===== config.mk =====
export PLATFORM = sky130hd
export DESIGN_NAME = adc_sample_ctrl
export DESIGN_NICKNAME = d
export VERILOG_FILES = /design/src/rtl/skid_buf2.v /design/src/rtl/adc_sample_ctrl.v
export VERILOG_INCLUDE_DIRS = /design/src /design/src/rtl
export SDC_FILE = /design/constraint.sdc
export NUM_CORES = 1
export LEC_CHECK = 0
export ABC_AREA = 1
export BUFFER_PORTS_ARGS = -buffer_cell sky130_fd_sc_hd__buf_2
export CAP_MARGIN = 20
export CORE_UTILIZATION = 50
export CTS_CLUSTER_DIAMETER = 80
export CTS_CLUSTER_SIZE = 8
export DETAILED_ROUTE_END_ITERATION = 7
export MAX_ROUTING_LAYER = met4
export PLACE_DENSITY = 0.67
export SLEW_MARGIN = 0
export SYNTH_ARGS = -nofsm -noshare
export SYNTH_HDL_FRONTEND = slang
export SYNTH_HIERARCHICAL = 1
export SYNTH_SLANG_ARGS = --single-unit

===== constraint.sdc =====
create_clock -name clk_sys -period 10.29 [get_ports clk_sys]
set_input_delay 2.058 -clock clk_sys [delete_from_list [all_inputs] [get_ports clk_sys]]
set_output_delay 2.058 -clock clk_sys [all_outputs]
set_load 0.02 [all_outputs]

===== src/rtl/adc_ctrl_consts.vh =====
// Timing constants for the converter sampling controller.
// Assumes a 250 MHz system clock (4 ns period); included by bare name.
`ifndef ADC_CTRL_CONSTS_VH
`define ADC_CTRL_CONSTS_VH

`define CLK_PERIOD_NS        4
// Encode pulse least width and least gap before the next period ends
`define ENC_MIN_WIDTH_NS     50
`define ENC_END_MARGIN_NS    350
// Least delay from encode leading edge to strobe leading edge
`define STROBE_DELAY_NS      950
// Least strobe width
`define STROBE_WIDTH_NS      50
// Settle time for floating outputs before the word is sampled
`define SETTLE_NS            100
// Least encode period: strobe delay, strobe width, settle and hand-off
// must all finish before the next encode, or that encode is missed
`define MIN_PERIOD_NS        1200
// Cycle counts derived from the figures (least times round up)
`define ENC_MIN_WIDTH_CYC  ((`ENC_MIN_WIDTH_NS + `CLK_PERIOD_NS - 1) / `CLK_PERIOD_NS)
`define ENC_END_MARGIN_CYC ((`ENC_END_MARGIN_NS + `CLK_PERIOD_NS - 1) / `CLK_PERIOD_NS)
`define STROBE_DELAY_CYC   ((`STROBE_DELAY_NS + `CLK_PERIOD_NS - 1) / `CLK_PERIOD_NS)
`define STROBE_WIDTH_CYC   ((`STROBE_WIDTH_NS + `CLK_PERIOD_NS - 1) / `CLK_PERIOD_NS)
`define SETTLE_CYC         ((`SETTLE_NS + `CLK_PERIOD_NS - 1) / `CLK_PERIOD_NS)
`define MIN_PERIOD_CYC     ((`MIN_PERIOD_NS + `CLK_PERIOD_NS - 1) / `CLK_PERIOD_NS)
// Converter word width
`define DATA_W               12
// Default encode period in cycles (arbitrary, 2 us)
`define DEF_PERIOD_CYC       500

`endif


===== src/rtl/skid_buf2.v =====
// Two-entry buffer with valid/ready on both sides.
// Assumes one clock, synchronous active-high reset, clock enable.
`timescale 1ns/10ps
module skid_buf2 #(
    parameter WIDTH = 12
) (
    input  wire             clk_sys,
    input  wire             srst,
    input  wire             ce,
    input  wire [WIDTH-1:0] in_data,
    input  wire             in_valid,
    output wire             in_ready,
    output wire [WIDTH-1:0] out_data,
    output wire             out_valid,
    input  wire             out_ready
);
    reg [WIDTH-1:0] mem [0:1];
    reg             wr_ptr;
    reg             rd_ptr;
    reg [1:0]       count;
    wire            push;
    wire            pop;

    // Full and empty follow the entry count directly
    assign in_ready  = (count != 2'h2);
    assign out_valid = (count != 2'h0);
    assign out_data  = mem[rd_ptr];
    assign push      = in_valid & in_ready;
    assign pop       = out_valid & out_ready;

    // Pointers and count; a push and a pop together keep the count
    always @(posedge clk_sys) begin
        if (srst) begin
            wr_ptr <= 1'b0;
            rd_ptr <= 1'b0;
            count  <= 2'h0;
        end else if (ce) begin
            if (push) begin
                mem[wr_ptr] <= in_data;
                wr_ptr      <= ~wr_ptr;
            end
            if (pop)
                rd_ptr <= ~rd_ptr;
            if (push && !pop)
                count <= count + 2'h1;
            else if (pop && !push)
                count <= count - 2'h1;
        end
    end
endmodule


===== src/rtl/adc_sample_ctrl.v =====
// Host controller that drives a 12-bit pipelined converter by its pins.
// Assumes the converter data pins arrive asynchronously and are pulled
// high when floating; encode, strobe and enable go straight to pins.
//
// Function
// [RULE1] Each encode pulse lasts at least 50 ns and ends at least 350 ns before the period ends.
// [RULE2] A square-wave encode is acceptable, so a half-period pulse is always legal.
// [RULE3] The converter holds about 670 ns after encode, then tracks for the rest of the period.
// [RULE4] For 50 ns after encode the converter still shows the previous result.
// [RULE5] A strobe leading edge comes at least 950 ns after the encode it captures.
// [RULE6] The output word stays stable until the next strobe while enable is low.
// [RULE7] Enable high floats the data pins; enable low drives them.
// [RULE8] With encode tied to strobe at up to 1.05 MHz each encode latches the previous result.
// [RULE9] Data validity is known only from the host's own encode and strobe timing.
// [RULE10] The strobe is derived from each encode by a delay of 950 ns up to the shortest period.
// [RULE11] The converter delivers a 12-bit word for the input at the encode instant.
// [RULE12] Full negative input gives all ones; further overrange floats the outputs.
// [RULE13] In negative overrange the inverted top bit is pulled low and stays low.
// [RULE14] Floating outputs get up to 100 ns to settle high before sampling.
// [RULE15] With no shared bus the enable is held low permanently; the code drives it high during reset.
// [RULE16] A word is captured only after its strobe and tagged with its encode number.
`timescale 1ns/10ps
`include "adc_ctrl_consts.vh"
module adc_sample_ctrl #(
    parameter DATA_W     = `DATA_W,
    parameter TAG_W      = 8,
    parameter CNT_W      = 16,
    parameter MIN_PERIOD = `MIN_PERIOD_CYC
) (
    input  wire              clk_sys,
    input  wire              srst,
    input  wire              ce,
    input  wire              run,
    input  wire [CNT_W-1:0]  period_cyc,
    input  wire              bus_shared,
    input  wire [DATA_W-1:0] adc_data_in,
    output reg               adc_encode,
    output reg               adc_strobe,
    output reg               adc_enable_n,
    output reg  [DATA_W-1:0] sample_data,
    output reg  [TAG_W-1:0]  sample_tag,
    output reg               sample_overrange,
    output reg               sample_valid,
    input  wire              sample_ready,
    output reg               overflow
);
    localparam [CNT_W-1:0] ENC_W   = `ENC_MIN_WIDTH_CYC;
    localparam [CNT_W-1:0] ENC_GAP = `ENC_END_MARGIN_CYC;
    localparam [CNT_W-1:0] STB_DLY = `STROBE_DELAY_CYC;
    localparam [CNT_W-1:0] STB_W   = `STROBE_WIDTH_CYC;
    localparam [CNT_W-1:0] SETTLE  = `SETTLE_CYC;
    localparam [CNT_W-1:0] MIN_P   = MIN_PERIOD;

    // Capture sequencer states
    localparam [1:0] CAP_IDLE   = 2'h0;
    localparam [1:0] CAP_STROBE = 2'h1;
    localparam [1:0] CAP_SETTLE = 2'h2;
    localparam [1:0] CAP_PUSH   = 2'h3;

    reg  [CNT_W-1:0]  per_cnt;
    reg  [CNT_W-1:0]  per_len;
    reg  [CNT_W-1:0]  enc_len;
    reg  [CNT_W-1:0]  cap_cnt;
    reg  [1:0]        cap_state;
    reg  [TAG_W-1:0]  enc_tag;
    reg  [TAG_W-1:0]  cap_tag;
    reg  [DATA_W-1:0] sync1;
    reg  [DATA_W-1:0] sync2;
    reg  [DATA_W-1:0] sync3;
    reg  [DATA_W-1:0] held;
    reg  [DATA_W+TAG_W:0] buf_in;
    reg               buf_in_valid;
    reg  [CNT_W-1:0]  next_per_len;
    reg  [CNT_W-1:0]  next_enc_len;
    wire              buf_in_ready;
    wire [DATA_W+TAG_W:0] buf_out;
    wire              ovr_pat;
    wire              buf_out_valid;
    wire              buf_out_ready;
    wire              per_end;
    wire              enc_start;

    // Clamp the period so a strobe and its width fit in every period;
    // encode width is half the period, a square wave, capped so it ends
    // 350 ns early and never under 50 ns
    always @* begin
        next_per_len = (period_cyc < MIN_P) ? MIN_P : period_cyc;
        next_enc_len = next_per_len >> 1;                       // [RULE2]
        if (next_enc_len > next_per_len - ENC_GAP)
            next_enc_len = next_per_len - ENC_GAP;              // [RULE1]
        if (next_enc_len < ENC_W)
            next_enc_len = ENC_W;                               // [RULE1]
    end

    assign per_end   = (per_cnt == per_len - 1'b1);
    assign enc_start = run && (per_cnt == {CNT_W{1'b0}});
    // Overrange: all lower bits float high while the top bit is pulled low
    assign ovr_pat   = (held == {1'b0, {(DATA_W-1){1'b1}}});

    // Encode generator; period and width latch only at a period start
    always @(posedge clk_sys) begin
        if (srst) begin
            per_cnt    <= {CNT_W{1'b0}};
            per_len    <= MIN_P;
            enc_len    <= ENC_W;
            adc_encode <= 1'b0;
            enc_tag    <= {TAG_W{1'b0}};
        end else if (ce) begin
            if (per_cnt == {CNT_W{1'b0}} && !run) begin
                adc_encode <= 1'b0;
                per_len    <= next_per_len;
                enc_len    <= next_enc_len;
            end else begin
                if (enc_start) begin
                    adc_encode <= 1'b1;
                    enc_tag    <= enc_tag + 1'b1;
                end else if (per_cnt == enc_len) begin
                    adc_encode <= 1'b0;                         // [RULE1]
                end
                if (per_end) begin
                    per_cnt <= {CNT_W{1'b0}};
                    per_len <= next_per_len;
                    enc_len <= next_enc_len;
                end else begin
                    per_cnt <= per_cnt + 1'b1;
                end
            end
        end
    end

    // Enable is high in reset, then low unless the pins are shared on a bus
    always @(posedge clk_sys) begin
        if (srst)
            adc_enable_n <= 1'b1;
        else if (ce)
            adc_enable_n <= bus_shared && (cap_state != CAP_SETTLE)
                            && (cap_state != CAP_PUSH);         // [RULE7] [RULE15]
    end

    // Three-stage synchroniser on the data pins
    always @(posedge clk_sys) begin
        if (srst) begin
            sync1 <= {DATA_W{1'b1}};
            sync2 <= {DATA_W{1'b1}};
            sync3 <= {DATA_W{1'b1}};
            held  <= {DATA_W{1'b1}};
        end else if (ce) begin
            sync1 <= adc_data_in;
            sync2 <= sync1;
            sync3 <= sync2;
            if (sync2 == sync3)
                held <= sync3;
        end
    end

    // Strobe fires a fixed delay after each encode edge, which keeps the
    // capture time constant even when the encode rate wanders. The word
    // then gets a settle window so floating bits can rise before sampling
    always @(posedge clk_sys) begin
        if (srst) begin
            cap_state    <= CAP_IDLE;
            cap_cnt      <= {CNT_W{1'b0}};
            cap_tag      <= {TAG_W{1'b0}};
            adc_strobe   <= 1'b0;
            buf_in       <= {(DATA_W+TAG_W+1){1'b0}};
            buf_in_valid <= 1'b0;
            overflow     <= 1'b0;
        end else if (ce) begin
            if (buf_in_valid && buf_in_ready)
                buf_in_valid <= 1'b0;
            case (cap_state)
            CAP_IDLE: begin
                if (enc_start) begin
                    cap_cnt   <= {CNT_W{1'b0}};
                    cap_tag   <= enc_tag + 1'b1;                // [RULE16]
                    cap_state <= CAP_STROBE;
                end
            end
            CAP_STROBE: begin
                cap_cnt <= cap_cnt + 1'b1;
                // Encode rises on the same edge that this count starts, so
                // rising at STB_DLY gives STB_DLY plus one cycle spacing
                if (cap_cnt == STB_DLY)
                    adc_strobe <= 1'b1;                         // [RULE5] [RULE10]
                if (cap_cnt == STB_DLY + STB_W) begin
                    adc_strobe <= 1'b0;
                    cap_cnt    <= {CNT_W{1'b0}};
                    cap_state  <= CAP_SETTLE;
                end
            end
            CAP_SETTLE: begin
                cap_cnt <= cap_cnt + 1'b1;
                if (cap_cnt == SETTLE + 2'h3)                   // [RULE14]
                    cap_state <= CAP_PUSH;
            end
            CAP_PUSH: begin
                // A busy input stage drops the new word, keeping the old
                // one intact; the tag travels with its own word
                if (buf_in_valid && !buf_in_ready) begin
                    overflow <= 1'b1;
                end else begin
                    buf_in       <= {cap_tag, ovr_pat, held};   // [RULE12] [RULE13]
                    buf_in_valid <= 1'b1;                       // [RULE9] [RULE16]
                end
                cap_state <= CAP_IDLE;
            end
            default: cap_state <= CAP_IDLE;
            endcase
        end
    end

    skid_buf2 #(
        .WIDTH (DATA_W + TAG_W + 1)
    ) u_buf (
        .clk_sys   (clk_sys),
        .srst      (srst),
        .ce        (ce),
        .in_data   (buf_in),
        .in_valid  (buf_in_valid),
        .in_ready  (buf_in_ready),
        .out_data  (buf_out),
        .out_valid (buf_out_valid),
        .out_ready (buf_out_ready)
    );

    assign buf_out_ready = !sample_valid || sample_ready;

    // Registered output stage; tag is the encode whose word was sampled
    always @(posedge clk_sys) begin
        if (srst) begin
            sample_valid     <= 1'b0;
            sample_data      <= {DATA_W{1'b0}};
            sample_overrange <= 1'b0;
            sample_tag       <= {TAG_W{1'b0}};
        end else if (ce) begin
            if (buf_out_ready) begin
                sample_valid <= buf_out_valid;
                if (buf_out_valid) begin
                    sample_data      <= buf_out[DATA_W-1:0];    // [RULE11]
                    sample_overrange <= buf_out[DATA_W];
                    sample_tag       <= buf_out[DATA_W+TAG_W:DATA_W+1]; // [RULE16]
                end
            end
        end
    end
endmodule


## Word level (Yosys, flattened, before mapping)

Memory sizes are Yosys's and may differ from the RTL's. A register that Yosys moved wholly into a read port is not among the register bits.
Index checks and enable logic that the tools add are counted.

- Bits in writable memories: 42
- Input bits: 34
- Logic and storage cells: 121
- Latch bits: 0
- Memories: 1
- Register bits after elaboration: 161
- ROM bits: 0
- Output and inout bits: 26

Memory list:

| name | depth | width | read ports | clocked after Yosys merged registers in | write ports | RTL line | RTL |
|---|---|---|---|---|---|---|---|
| u_buf.mem | 2 | 21 | 1 | 1 | 1 | skid_buf2.v:17 | `reg [WIDTH-1:0] mem [0:1];` |

- Add/subtract/negate cells: 7
- Reductions and logical operators: 38
- Magnitude comparators: 3
- Bitwise gates (word level): 6
- Shift operators: 0
- Divide/modulo/power cells: 0
- Mux-type cells: 29
- Multipliers: 0
- Eq/ne operators: 16

Operator list:

| cell | number |
|---|---|
| $mux W16 | 10 |
| $pmux W16 S3 | 1 |
| $add A16 B1 Y16 const B | 2 |
| $eq A16 B16 Y1 | 2 |
| $eq A16 B8 Y1 const B | 2 |
| $reduce_and A3 Y1 | 7 |
| $eq A16 B5 Y1 const B | 1 |
| $gt A15 B16 Y1 | 1 |
| $logic_not A16 Y1 | 1 |
| $lt A16 B4 Y1 const B | 1 |
| $lt A16 B9 Y1 const B | 1 |
| $reduce_and A2 Y1 | 8 |
| $sub A16 B1 Y16 const B | 1 |
| $sub A16 B7 Y16 const B | 1 |
| $eq A12 B11 Y1 const B | 1 |
| $eq A12 B12 Y1 | 1 |
| $mux W1 | 12 |
| $ne A2 B2 Y1 const B | 6 |
| $mux W2 | 5 |
| $add A8 B1 Y8 const B | 1 |
| $logic_and A1 B1 Y1 | 8 |
| $pmux W2 S4 | 1 |
| $reduce_bool A2 Y1 | 4 |
| $reduce_bool A3 Y1 | 2 |
| other kinds (10) | 19 |

## Longest topological paths before layout

- Depth in word-level cells: 9
- Mapped depth: 33

## Modules after synthesis

The synthesis kept the hierarchy.

By module, submodules not included:

| module | cells an instance | instances | area each (um2) |
|---|---|---|---|
| adc_sample_ctrl | 1318 | 1 | 9082.5 |
| skid_buf2 | 105 | 1 | 1874.3 |

## Least setup slack after synthesis

Ideal clock, no wire load.

- Kind: input port to flip-flop
- Start: in period_cyc[12]
- End: reg enc_len[2]
- Setup slack: 5.225 ns
- Stages: 31
- Required time: 10.156 ns
- Arrival: 4.931 ns
- Path through: buf_2 -> nor2_1 -> nand2_1 -> nor2_1 -> nand2_2 -> inv_1 -> nor2_1 -> inv_1 -> ha_1 -> inv_1 -> nand2_1 -> nand3_2 -> o21ai_0 -> inv_1 -> ha_1 -> nand2_1 -> nor2_1 -> nand2_1 -> nand2_1 -> nand2_1 -> nand2_1 -> nand2_1 -> nand2_1 -> nand2_1 -> nand2_1 -> nand3_2 -> buf_2 -> nand2_1 -> o21ai_1 -> nand2_1 -> nand3_1

- Word-level cells in the longest chain between the ends: 9

Ends and longest elaborated chain:

| what | RTL line | RTL |
|---|---|---|
| from (decl) | adc_sample_ctrl.v:34 | `input wire [CNT_W-1:0] period_cyc,` |
| $lt A16 B9 Y1 (*) | adc_sample_ctrl.v:87 | `next_per_len = (period_cyc < MIN_P) ? MIN_P : period_cyc;` |
| $mux W16 (*) | adc_sample_ctrl.v:87 |  |
| named net next_per_len[3] | adc_sample_ctrl.v:73 | `reg [CNT_W-1:0] next_per_len;` |
| $sub A16 B7 Y16 | adc_sample_ctrl.v:89, adc_sample_ctrl.v:90 |  |
| $gt A15 B16 Y1 | adc_sample_ctrl.v:89 | `if (next_enc_len > next_per_len - ENC_GAP)` |
| $mux W16 (*) | adc_sample_ctrl.v:89 |  |
| $lt A16 B4 Y1 | adc_sample_ctrl.v:91 | `if (next_enc_len < ENC_W)` |
| $mux W16 (*) | adc_sample_ctrl.v:91 |  |
| $mux W16 | adc_sample_ctrl.v:120 | `if (per_end) begin` |
| $mux W16 (*) | adc_sample_ctrl.v:109 | `if (per_cnt == {CNT_W{1'b0}} && !run) begin` |
| to (signal assigned) | adc_sample_ctrl.v:112 | `enc_len <= next_enc_len;` |
| to (signal assigned) | adc_sample_ctrl.v:123 | `enc_len <= next_enc_len;` |
| to (decl) | adc_sample_ctrl.v:62 | `reg [CNT_W-1:0] enc_len;` |

The timed path passes the listed nets; every way through them passes the cells marked *. The select of a mux whose other input is x is not followed.
A chain may end at the register's enable or synchronous reset.

## Worst setup path after layout

- Start: in period_cyc[10]
- End: reg enc_len[0]

The elaborated chain is that of the path after synthesis.

==> out/metrics.yaml <==
status: "complete, no violations"
grtUsageMet3_pct: 3.02
path_clk_slew_ns: 0.05
vias: 9241
ir_drop_uv: 123
report.final.slew_viol_count: 0
timing.fmax_mhz: 185
reg2reg_slack_ns: 7.39
pre_cts_ws_ns: 4.35
setup_ws_ns: 4.90
grt_overflow_total: 0
gr-max-usage-layer: "met2"
crit_fanout: 18
synth.largest_area_cell: "dfxtp_1"
worstSetupEndpointType: "register"
yosys_warnings: 6
crit_slowest_cell: "nand3_2"
cts_setup_buffers: 0
syn_inst: 1423
drc: 0
met2_usage_pct: 34.9
grt_pass1_wl_um: 40400
dr.first_iter.drc_count: 694
cts_buffers: 34
ioPinCount: 60
worstMarginPinSlew_ns: 0.878
antenna_cells: 0
synth_top_area_share_pct: 33.4
start_kind: "input pin"
min_period_over_period_pct: 52.4
cellPowerDensity_nw_per_um2: 195
max_cap_violations: 0
rsz0062_at_grt: "no"
clk_latency_ns: 0.52
clock_path_buffers: 3
cts-resized-gates: 0
synthDistinctLibCells: 48
drtPass1Iterations: 5
synth.area.top_cells: "dfxtp_1 33%, edfxtp_1 12%, nand2_1 11%, nor2_1 5.6%, inv_1 4.7%"
final_cell_area_sq_um: 12400
final_antenna_net_count: 0
rows: 53
maxSlewHeadroom_pct: 41.1
wire_per_inst_um: 13.9
rr_startpoint: "per_cnt[1]$_SDFFE_PP0P_"
cp-startpoint: "period_cyc[10]"
p_leak_uw: 0.00556
instances_no_fill: 1755
synth_area_sq_um: 11000
core_sq_um: 21200
clock_sinks: 225
place_area_sq_um: 11400
seq_area_frac_synth_pct: 44.9
area_growth_pct: 12.7
met1_usage_pct: 31.6
die_area_sq_um: 22500
grt_pass1_vias: 8260
die_y_um: 150
portBuffers: 59
dpl.cell_count: 1704
finalCriticalPeriod_ns: 5.39
hold_viol: 0
worst_ep_required_time_ns: 10.64
hpwlAfterDp_um: 16800
place_congestion: 0.902
path_class: "in2reg"
tritoncts: "yes"
start_util_pct: 51.6
vias_per_cell: 5.27
setup_tns_ns: 0
setup_viol: 0
cts.htree.levels: 2
grt_max_degree: 71
layout-drive-gt1-share_pct: 11.7
synth_nets: 1484
grt_usage_pct: 23.0
routed_wl_um: 24400
cp_common_cell: "nand2_1"
fin_nets: 1526
hold_class: "reg2reg"
crit_path_max_incr_delay_ns: 0.40
synth-seq-cells: 225
cts-hold-fix-buffers: 0
grt_antenna_before_repair: 0
synth.avg_cell_area_sq_um: 7.70
worstHoldStart: "buf_in[5]$_SDFFE_PP0P_"
skew_ns: 0.0198
fp.dieW_um: 150
final_util_pct: 58.2
cts-root-buf: "clkbuf_16"
n_fill_cell: 2008
worstPathArrival_ns: 5.75
-- where the power goes --
group          internal, uW  switching (uW)  total [uW]
clock network           616             391        1010
registers               966            43.9        1010
logic                   137             253         390
total                  1720             688        2410
-- path summary, 6_finish.rpt --
kind,end,cells after the start
max reg2reg,cap_cnt[7]$_SDFFE_PP0P_,11
min reg2reg,u_buf/mem[1][5]$_DFFE_PP_,0
min,u_buf/mem[1][5]$_DFFE_PP_,0
max,enc_len[0]$_SDFFE_PP1P_,30
-- per-stage QoR --
step | hold slack [ns] | total power [uW]
finish | 0.440 | 2410
global route | 0.441 | 2520
CTS | 0.438 | 2430
detailed placement | 0.432 | 1420
global placement | 0.426 | 1410
floorplan | 0.420 | 1320
-- cell usage in the layout (no fill, tap or decap), drive strengths merged, types with 3 or more instances in the layout --
master / netlist / routed
mux2: 21 / 21
nand2: 327 / 327
xor2: 17 / 17
clkinv: 1 / 4
edfxtp: 42 / 42
o21a: 3 / 3
nor3: 22 / 22
o211ai: 20 / 20
nor2: 172 / 172
o21ai: 102 / 102
a31oi: 3 / 3
a21oi: 85 / 85
a211oi: 6 / 6
ha: 27 / 27
or2: 7 / 7
nand4: 33 / 33
xnor2: 18 / 18
dfxtp: 183 / 183
buf: 17 / 67
o2111ai: 3 / 3
nor4: 12 / 12
o22ai: 3 / 3
nand3: 98 / 98
clkbuf: 44 / 47
inv: 145 / 145
-- sequential cells by signal, summed over array words and instances, names as in the netlist, 12 cells and up, named ones only --
| name | count |
|---|---|
| buf_in | 21 |
| cap_cnt | 16 |
| enc_len | 16 |
| held | 12 |
| per_cnt | 16 |
| per_len | 16 |
| sample_data | 12 |
| sync1 | 12 |
| sync2 | 12 |
| sync3 | 12 |
| u_buf/mem | 42 |
-- layer usage --
metal | part of all wire (%) | vias up
met5 | 0 | -
met4 | 2.3 | 0
met3 | 4.4 | 47
met2 | 44 | 204
met1 | 49 | 4203
li1 | - | 4787
-- worst max-delay path: cells and delay by family --
| kind | cells | cell delay (ns) |
|---|---|---|
| simple gates | 21 | 2.34 |
| fa+ha+maj | 2 | 0.48 |
| buf+inv | 5 | 0.51 |
| compound gates | 2 | 0.33 |
-- area by class of cell --
cell class,instances,area (sq um),area share (%)
tap,275,344,2.79
clock buffer,47,910,7.36
clock inverter,4,70.1,0.567
sequential,225,4920,39.9
timing repair buffer,67,355,2.88
inverter,146,548,4.44
multi-input combinational,991,5200,42.1
-- synth_stat cells, drive strengths merged --
master	n
o21bai	1
nor2	172
mux2	21
and3	1
nor3b	2
a21oi	85
nor4	12
nand4	33
edfxtp	42
a31oi	3
nand3	98
dfxtp	183
a211oi	6
ha	27
or2	7
o22ai	3
o21a	3
clkbuf	44
nor3	22
inv	145
xor2	17
o21ai	102
nand3b	2
a21o	1
xnor2	18
o211ai	20
buf	17
o211a	2
a21boi	1
clkinv	1
o2111ai	3
a221oi	2
nand2	327
-- kinds of logic (layout without fill, tap and decap cells) --
kind of cell,Yosys count,count (layout),synth area share (%)
AOI/OAI and AO/OA,232,232,12.0
xor gates and xnor gates,35,35,2.80
adders and majority gates,27,27,3.08
buffers and inverters,207,264,7.64
DFF,225,225,44.9
muxes,21,21,2.84
and+or+nand+nor,676,676,26.7
Note: power is estimated with default switching activity, not from simulation.
